### src/sdc_pkg.sv
package sdc_pkg;

  // ==========================================================================
  // register map (byte addresses)
  // ==========================================================================
  localparam logic [7:0] SDC_OFS_REQ_PIN = 8'h94;
  localparam logic [7:0] SDC_OFS_WINDOW = 8'h98;
  localparam int SDC_ADDR_W = 8;
  localparam logic [31:0] SDC_RESET_VAL = 32'h00000000;

  // ==========================================================================
  // field layout
  // ==========================================================================
  localparam int SDC_SEL_LSB = 0;
  localparam int SDC_SEL_W = 2;
  localparam int SDC_EN_BIT = 0;
  localparam int SDC_WID_LSB = 1;
  localparam int SDC_WID_W = 2;
  localparam int SDC_EXT_BIT = 3;
  localparam int SDC_BASE_LSB = 4;
  localparam int SDC_BASE_W = 12;
  localparam int SDC_IO_ADDR_W = 32;
  localparam int SDC_IO_LOW_W = 16;

  // ==========================================================================
  // encodings
  // ==========================================================================
  typedef enum logic [1:0] {
    SDC_PIN_NONE = 2'h0,
    SDC_PIN_SPKR = 2'h1,
    SDC_PIN_IOIS16 = 2'h2,
    SDC_PIN_INPACK = 2'h3
  } sdc_pin_sel_t;

  typedef enum logic [1:0] {
    SDC_WID_8 = 2'h0,
    SDC_WID_16 = 2'h1,
    SDC_WID_RSV2 = 2'h2,
    SDC_WID_RSV3 = 2'h3
  } sdc_width_t;

  // AHB transfer types that start a transfer
  localparam logic [1:0] SDC_HTRANS_NONSEQ = 2'h2;
  localparam logic [1:0] SDC_HTRANS_SEQ = 2'h3;
  localparam logic [2:0] SDC_HSIZE_WORD = 3'h2;

  // ==========================================================================
  // carriers
  // ==========================================================================
  typedef struct packed {
    sdc_pin_sel_t request_pin_select;
  } sdc_req_reg_t;

  typedef struct packed {
    logic [SDC_BASE_W-1:0] dma_window_base;
    sdc_width_t transfer_width;
    logic dist_dma_decode_enable;
  } sdc_win_reg_t;

  // card-side request pins after synchronising
  typedef struct packed {
    logic spkr;
    logic iois16;
    logic inpack;
  } sdc_card_pins_t;

endpackage

### src/sdc_window_match.sv
`timescale 1ns/1ns
module sdc_window_match #(
  parameter int ADDR_W = 32,
  parameter int LOW_W = 16,
  parameter int BASE_LSB = 4
) (
  // programmed window
  input wire logic [LOW_W-BASE_LSB-1:0] i_base,
  input wire logic i_enable,
  // access under test
  input wire logic i_io_valid,
  input wire logic [ADDR_W-1:0] i_io_addr,
  // decision
  output logic o_hit
);

  // ==========================================================================
  // compare
  // ==========================================================================
  logic upper_zero;
  logic base_eq;

  always_comb begin
    upper_zero = (i_io_addr[ADDR_W-1:LOW_W] == '0);
    base_eq = (i_io_addr[LOW_W-1:BASE_LSB] == i_base);
    o_hit = i_enable && i_io_valid && upper_zero && base_eq;
  end

endmodule

### src/sdc_regs.sv
`timescale 1ns/1ns
// Function
// two-bit selector picks card DMA request pin
// request-pin register upper bits read zero
// twelve-bit writable window base, bits 15:4
// window address upper sixteen bits zero
// low four bits zero, sixteen-byte aligned
// extended addressing bit reads zero
// two-bit transfer width, 8 or 16
// never more than 16-bit card transfers
// decode enable gates window decoding
// window register bits 31:16 read zero
// claim matching I/O access when enabled
// selector zero ignores all request pins
module sdc_regs (
  // clock and reset
  input wire logic i_clk,
  input wire logic i_rst,
  // ahb-lite slave
  input wire logic i_hsel,
  input wire logic [31:0] i_haddr,
  input wire logic [1:0] i_htrans,
  input wire logic i_hwrite,
  input wire logic [2:0] i_hsize,
  input wire logic [31:0] i_hwdata,
  input wire logic i_hready,
  output logic [31:0] o_hrdata,
  output logic o_hreadyout,
  output logic o_hresp,
  // pci i/o access to decode
  input wire logic i_io_valid,
  input wire logic [31:0] i_io_addr,
  output logic o_io_claim,
  // card request pins, asynchronous
  input wire logic i_card_spkr,
  input wire logic i_card_iois16,
  input wire logic i_card_inpack,
  // dma request and configuration to the dma engine
  output logic o_dma_request,
  output logic o_xfer_16bit,
  output logic o_dma_configured
);

  // ==========================================================================
  // bus address phase capture
  // ==========================================================================
  logic ph_write;
  logic [sdc_pkg::SDC_ADDR_W-1:0] ph_addr;
  logic next_ph_write;
  logic [sdc_pkg::SDC_ADDR_W-1:0] next_ph_addr;
  logic start;

  always_comb begin
    start = i_hsel && i_hready && i_htrans[1];
    next_ph_write = start && i_hwrite;
    next_ph_addr = start ? i_haddr[sdc_pkg::SDC_ADDR_W-1:0] : ph_addr;
  end

  always_ff @(posedge i_clk or posedge i_rst) begin
    if (i_rst) begin
      ph_write <= 1'b0;
      ph_addr <= '0;
    end else begin
      ph_write <= next_ph_write;
      ph_addr <= next_ph_addr;
    end
  end

  // ==========================================================================
  // registers
  // ==========================================================================
  sdc_pkg::sdc_req_reg_t req_reg;
  sdc_pkg::sdc_win_reg_t win_reg;
  sdc_pkg::sdc_req_reg_t next_req_reg;
  sdc_pkg::sdc_win_reg_t next_win_reg;

  always_comb begin
    next_req_reg = req_reg;
    next_win_reg = win_reg;
    if (ph_write && (ph_addr == sdc_pkg::SDC_OFS_REQ_PIN)) begin
      // only the selector is stored; upper bits are dropped
      next_req_reg.request_pin_select = sdc_pkg::sdc_pin_sel_t'(
        i_hwdata[sdc_pkg::SDC_SEL_LSB +: sdc_pkg::SDC_SEL_W]);
    end
    if (ph_write && (ph_addr == sdc_pkg::SDC_OFS_WINDOW)) begin
      next_win_reg.dma_window_base =
        i_hwdata[sdc_pkg::SDC_BASE_LSB +: sdc_pkg::SDC_BASE_W];
      next_win_reg.transfer_width = sdc_pkg::sdc_width_t'(
        i_hwdata[sdc_pkg::SDC_WID_LSB +: sdc_pkg::SDC_WID_W]);
      next_win_reg.dist_dma_decode_enable = i_hwdata[sdc_pkg::SDC_EN_BIT];
      // bit 3 and bits 31:16 are not stored
    end
  end

  always_ff @(posedge i_clk or posedge i_rst) begin
    if (i_rst) begin
      req_reg <= sdc_pkg::sdc_req_reg_t'(sdc_pkg::SDC_RESET_VAL[sdc_pkg::SDC_SEL_W-1:0]);
      win_reg <= sdc_pkg::sdc_win_reg_t'(
        sdc_pkg::SDC_RESET_VAL[$bits(sdc_pkg::sdc_win_reg_t)-1:0]);
    end else begin
      req_reg <= next_req_reg;
      win_reg <= next_win_reg;
    end
  end

  // ==========================================================================
  // read data
  // ==========================================================================
  logic [31:0] rd_word;
  logic [31:0] next_hrdata;
  logic [31:0] hrdata;

  always_comb begin
    rd_word = '0;
    // next values, so a write in its data phase is seen by a pipelined read
    case (i_haddr[sdc_pkg::SDC_ADDR_W-1:0])
      sdc_pkg::SDC_OFS_REQ_PIN: begin
        rd_word[sdc_pkg::SDC_SEL_LSB +: sdc_pkg::SDC_SEL_W] =
          next_req_reg.request_pin_select;
      end
      sdc_pkg::SDC_OFS_WINDOW: begin
        rd_word[sdc_pkg::SDC_BASE_LSB +: sdc_pkg::SDC_BASE_W] =
          next_win_reg.dma_window_base;
        rd_word[sdc_pkg::SDC_EXT_BIT] = 1'b0;
        rd_word[sdc_pkg::SDC_WID_LSB +: sdc_pkg::SDC_WID_W] =
          next_win_reg.transfer_width;
        rd_word[sdc_pkg::SDC_EN_BIT] = next_win_reg.dist_dma_decode_enable;
      end
      default: begin
        rd_word = '0;
      end
    endcase
    // a register written in the previous cycle is read back current
    next_hrdata = (start && !i_hwrite) ? rd_word : hrdata;
  end

  always_ff @(posedge i_clk or posedge i_rst) begin
    if (i_rst) begin
      hrdata <= '0;
    end else begin
      hrdata <= next_hrdata;
    end
  end

  // zero wait states: the slave never stalls and never errors
  assign o_hrdata = hrdata;
  assign o_hreadyout = 1'b1;
  assign o_hresp = 1'b0;

  // ==========================================================================
  // card pin synchronisers
  // ==========================================================================
  sdc_pkg::sdc_card_pins_t pins_meta;
  sdc_pkg::sdc_card_pins_t pins_sync;

  always_ff @(posedge i_clk or posedge i_rst) begin
    if (i_rst) begin
      pins_meta <= '0;
      pins_sync <= '0;
    end else begin
      pins_meta <= {i_card_spkr, i_card_iois16, i_card_inpack};
      pins_sync <= pins_meta;
    end
  end

  // ==========================================================================
  // request pin selection and window decode
  // ==========================================================================
  logic next_dma_request;
  logic dma_request;
  logic win_hit;

  always_comb begin
    case (req_reg.request_pin_select)
      sdc_pkg::SDC_PIN_SPKR: next_dma_request = pins_sync.spkr;
      sdc_pkg::SDC_PIN_IOIS16: next_dma_request = pins_sync.iois16;
      sdc_pkg::SDC_PIN_INPACK: next_dma_request = pins_sync.inpack;
      sdc_pkg::SDC_PIN_NONE: next_dma_request = 1'b0;
      default: next_dma_request = 1'b0;
    endcase
  end

  always_ff @(posedge i_clk or posedge i_rst) begin
    if (i_rst) begin
      dma_request <= 1'b0;
    end else begin
      dma_request <= next_dma_request;
    end
  end

  sdc_window_match #(
    .ADDR_W(sdc_pkg::SDC_IO_ADDR_W),
    .LOW_W(sdc_pkg::SDC_IO_LOW_W),
    .BASE_LSB(sdc_pkg::SDC_BASE_LSB)
  ) u_match (
    .i_base(win_reg.dma_window_base),
    .i_enable(win_reg.dist_dma_decode_enable),
    .i_io_valid(i_io_valid),
    .i_io_addr(i_io_addr),
    .o_hit(win_hit)
  );

  assign o_io_claim = win_hit;
  assign o_dma_request = dma_request;
  // reserved widths fall back to 8-bit; 32-bit is never selectable
  assign o_xfer_16bit = (win_reg.transfer_width == sdc_pkg::SDC_WID_16);
  assign o_dma_configured = (req_reg.request_pin_select != sdc_pkg::SDC_PIN_NONE);
endmodule

### config.mk
export PLATFORM = sky130hd
export DESIGN_NAME = sdc_regs
export DESIGN_NICKNAME = d
export VERILOG_FILES = /design/src/sdc_pkg.sv /design/src/sdc_window_match.sv /design/src/sdc_regs.sv
export SDC_FILE = /design/constraint.sdc
export NUM_CORES = 1
export LEC_CHECK = 0
export ABC_CLOCK_PERIOD_IN_PS = 4750
export BUFFER_PORTS_ARGS = -buffer_cell sky130_fd_sc_hd__clkbuf_2
export CAP_MARGIN = 20
export CORE_MARGIN = 2
export CORE_UTILIZATION = 45
export CTS_CLUSTER_SIZE = 12
export DETAILED_ROUTE_END_ITERATION = 8
export PLACE_DENSITY_LB_ADDON = 0.08
export SLEW_MARGIN = 15
export SYNTH_ARGS = -nofsm -noshare
export SYNTH_HDL_FRONTEND = slang
export SYNTH_SLANG_ARGS = --single-unit
### constraint.sdc
create_clock -name i_clk -period 4.75 [get_ports i_clk]
set_input_delay 0.7125 -clock i_clk [delete_from_list [all_inputs] [get_ports i_clk]]
set_output_delay 0.7125 -clock i_clk [all_outputs]
set_load 0.05 [all_outputs]
Word-level counts from Yosys, hierarchy flattened
Index checks and enable logic that the tools add are counted.
- register bits after elaboration: 49
- input bits: 110
- output and inout bits: 38
- logic and storage cells: 41
- eq/ne operators: 9
- muxes and demuxes: 5
- reduce and logical (&&, ||, !) cells: 13
- operators by type and width (cell ; count):
    $eq 8x8->1 const B ; 4
    $logic_not 16->1 ; 1
    $mux 15 ; 1
    $mux 14 ; 1
    $eq 12x12->1 ; 1
    $logic_and 1x1->1 ; 9
    $eq 2x1->1 const B ; 2
    $eq 2x2->1 const B ; 2
    $pmux 1 s4 ; 1
    $pmux 2 s2 ; 1
    $logic_not 2->1 ; 1
    $mux 2 ; 1
    $reduce_bool 2->1 ; 1
    $logic_not 1->1 ; 1

Longest topological paths before layout
- depth after elaboration: 4
- mapped depth: 6

Modules after synthesis
A second synthesis with hierarchy kept.
- cells, all modules: 167
- area, all modules: 2238.4 µm²
- modules (own cells, without submodules) (module ; times used ; cells each ; area an instance (µm²) ; sequential area each (µm²)):
    sdc_regs ; 1 ; 144 ; 2053.2 ; 1201.2
    sdc_window_match ; 1 ; 23 ; 185.2 ; 0.0

Least setup slack after synthesis
No wires, ideal clock.
- kind: input-to-output
- from: input i_io_addr[26]
- to: output o_io_claim
- data arrival time: 2.893 ns
- data required time: 4.038 ns
- setup slack: 1.144 ns
- stages on the path: 4
- buffers on the path: 0
- cells stage by stage: or4_1 nor3_1 nand4_1 nor4_1
- cells in the longest elaborated chain, start to end: 3
- ends and longest elaborated chain (element ; RTL line ; source):
    start: declaration ; sdc_regs.sv:32 ; input wire logic [31:0] i_io_addr,
    $logic_not 16->1 ; sdc_window_match.sv:24 ; upper_zero = (i_io_addr[ADDR_W-1:LOW_W] == '0);
    $logic_and 1x1->1 (2 in a row) ; sdc_window_match.sv:26 ; o_hit = i_enable && i_io_valid && upper_zero && base_eq;
    end: declaration ; sdc_regs.sv:33 ; output logic o_io_claim,
No other way between the ends.

Worst setup path in the final report
Ends and elaborated chain as after synthesis.

==> results.sh <==
export IMPL_run_status="complete, no violations"
export IMPL_drt_initial_drc_count=46
export IMPL_vias=1502
export IMPL_clk_latency_ns=0.30
export IMPL_cp_end_kind="output pin"
export IMPL_cellPowerDensity_nw_per_um2=326
export IMPL_die_width_um=73.9
export IMPL_ant_nets=0
export IMPL_netlist_instances=170
export IMPL_layoutNonFillerInstCount=320
export IMPL_maxCapViolCount=0
export IMPL_postRouteWirelength_um=4120
export IMPL_tightestPinTransition_ns=0.783
export IMPL_ys_async_rst_share_pct=100
export IMPL_postSynthAreaPerCell_um2=12.9
export IMPL_fp_dieH_um=73.9
export IMPL_seqCellArea_um2=1200
export IMPL_initial_utilization_pct=46.6
export IMPL_critical_path_arrival_ns=2.06
export IMPL_path_max_fanout=1
export IMPL_rrSetupSlack_ns=2.56
export IMPL_slew_headroom_pct=47.5
export IMPL_reg2reg_depth=4
export IMPL_antenna_cells=0
export IMPL_grt_total_usage_pct=15.9
export IMPL_number_of_register_bits_inferred_by_synthesis=48
export IMPL_cts_made_buffers=5
export IMPL_drt_first_pass_iters=4
export IMPL_ys_warnings_count=0
export IMPL_synth_edf_count=0
export IMPL_cts_root_buffer_cell="sky130_fd_sc_hd__clkbuf_8"
export IMPL_drive_gt1_share_pct=44.3
export IMPL_setup_worst_path_start_class="primary input"
export IMPL_finalWorstSetupSlack_ns=1.98
export IMPL_cts_hold_repair_buffers=0
export IMPL_cts_resized=0
export IMPL_multiInputGateArea_um2=870
export IMPL_report_final_hold_viol_count=0
export IMPL_gp_congestion=0.684
export IMPL_setup_repair_after_global_routing_missed_its_margin="false"
export IMPL_fp_dieArea_um2=5460
export IMPL_detail_route_drc_violations=0
export IMPL_htree_levels=2
export IMPL_placement_rows=25
export IMPL_first_global_vias=1391
export IMPL_totalNegativeSetupSlack_ns=0
export IMPL_synth_yosys_seq_area_share_pct=54.6
export IMPL_ir_drop_worst_case_vdd_uv=253
export IMPL_fin_hold_ws_ns=0.335
export IMPL_post_synth_num_cell_types=32
export IMPL_leakage_uw=0.00139
export IMPL_routedWlPerCell_um=12.9
export IMPL_post_dp_cell_area_um2=2580
export IMPL_post_place_ws_ns=1.97
export IMPL_grt_overflow_total=0
export IMPL_post_synth_main_area_contributors="sky130_fd_sc_hd__dfrtp_1 (55%), sky130_fd_sc_hd__buf_4 (6.5%), sky130_fd_sc_hd__mux2_4 (5.5%)"
export IMPL_synth_top_cell_by_area="sky130_fd_sc_hd__dfrtp_1"
export IMPL_timing_clock_skew_ns=0.0110
export IMPL_synth_flop_cell="sky130_fd_sc_hd__dfrtp_1"
export IMPL_fin_nets=362
export IMPL_ios=148
export IMPL_critical_path_startpoint="i_io_addr[26]"
export IMPL_report_final_setup_viol=0
export IMPL_worstHoldPathType="in -> async"
export IMPL_layout_cell_area_non_filler_um2=2730
export IMPL_initial_antenna_violation_count=0
export IMPL_worstReg2RegStart="ph_addr[5]"
export IMPL_cts_repair_timing_setup_buffer_count=0
export IMPL_synth_top_cells_by_count="sky130_fd_sc_hd__dfrtp_1 (48), sky130_fd_sc_hd__buf_4 (19), sky130_fd_sc_hd__a22o_1 (13)"
export IMPL_numClockSinks=48
export IMPL_avgViaCountPerCell=4.69
export IMPL_r2r_end="o_hrdata[10]"
export IMPL_port_buffers=79
export IMPL_clk_pin_slew_worst_paths_ns=0.09
export IMPL_required_time_of_the_critical_path_ns=4.04
export IMPL_dp_final_hpwl_um=3080
export IMPL_final_fill_count=433
export IMPL_timing_final_crit_share_pct=58.3
export IMPL_syn_to_final_growth_pct=23.9
export IMPL_cts_max_path_buffers=2
export IMPL_dp_cells=311
export IMPL_final_max_slew_violation_count=0
export IMPL_grt_max_degree=49
export IMPL_core_box_area_um2=4720
export IMPL_clock_fmax_mhz=361
export IMPL_synth_top_area_share_pct=54.6
export IMPL_period_needed_ns=2.77
export IMPL_synth_most_common_cell="sky130_fd_sc_hd__dfrtp_1"
export IMPL_worst_setup_path_endpoint="o_io_claim"
export IMPL_worstSetupPathType="in -> out"
export IMPL_netlist_area_um2=2200
export IMPL_tritoncts="yes"
export IMPL_grt_pass1_wl_um=6530
-- logic make-up after synthesis --
group                  Yosys count  synth area share [%]
AO/OA/AOI/OAI                   20                  7.34
flip-flops                      48                  54.6
AND/OR/NAND/NOR                 35                  10.4
buffers and inverters           29                  9.04
multiplexers                    24                  13.5
XOR/XNOR                        12                  4.78
other                            2                 0.341
-- where the power goes --
group          leakage, uW  switching, uW  internal [uW]  total [uW]
clock            0.0000645            129            186         315
combinational     0.000728           76.4           52.4         129
sequential        0.000598           12.9            432         445
total              0.00139            219            671         889
-- routing by layer --
| layer | wire length (um) | global-route usage [%] | vias up |
|---|---|---|---|
| met5 | 0 | 0 | - |
| met4 | 53 | 4.85 | 0 |
| met3 | 309 | 4.53 | 6 |
| met2 | 1850 | 25.1 | 73 |
| met1 | 1910 | 21.6 | 692 |
| li1 | - | - | 731 |
-- final cells by class --
| cell class | instances | share of cell area, % |
|---|---|---|
| tap | 67 | 3.07 |
| sequential | 48 | 44.1 |
| clock inverter | 1 | 1.10 |
| multi-input combinational | 110 | 31.9 |
| clock buffer | 7 | 3.53 |
| timing repair buffer | 81 | 15.5 |
| inverter | 6 | 0.826 |
-- worst min-delay path by stage --
stage / start / to / slack, ns / cells past startpoint
after floorplan: pins_meta[0] / pins_sync[0] / 0.33 / 0
after global placement: pins_meta[0] / pins_sync[0] / 0.33 / 0
after detailed placement: pins_meta[0] / pins_sync[0] / 0.33 / 0
after CTS: pins_meta[0] / pins_sync[0] / 0.35 / 0
after global routing: i_rst / win_reg[4] / 0.34 / 2
final: i_rst / win_reg[11] / 0.33 / 2
-- cells in the final DEF, fill, tap and decap left out, types with 3 or more instances in the layout --
cell                       synthesis  routed
sky130_fd_sc_hd__conb_1            2      19
sky130_fd_sc_hd__dfrtp_1          48      48
sky130_fd_sc_hd__a22o_1           13      13
sky130_fd_sc_hd__nor4_1            8       7
sky130_fd_sc_hd__mux2_1            5       5
sky130_fd_sc_hd__nand2b_1          3       3
sky130_fd_sc_hd__nand2_1           5       5
sky130_fd_sc_hd__mux2_4            8       8
sky130_fd_sc_hd__inv_1             6       5
sky130_fd_sc_hd__o21ai_0           3       3
sky130_fd_sc_hd__clkbuf_8          0       7
sky130_fd_sc_hd__nand4_1           3       3
sky130_fd_sc_hd__xnor2_1          11      11
sky130_fd_sc_hd__mux2_2            9       9
sky130_fd_sc_hd__clkbuf_2          0      79
-- metrics by stage --
stage	util [%]	total power, uW
after CTS	57.3	899
final	57.7	889
after global placement	54.6	580
after floorplan	-	553
after global routing	57.7	932
after detailed placement	54.6	582
-- critical path: stages --
cell and delay, ns:
sky130_fd_sc_hd__clkbuf_2 0.08, sky130_fd_sc_hd__or4_1 0.50, sky130_fd_sc_hd__nor3_1 0.15, sky130_fd_sc_hd__nand4_1 0.11, sky130_fd_sc_hd__nor4_1 0.18, sky130_fd_sc_hd__clkbuf_2 0.32
(Power assumes the default switching activity.)
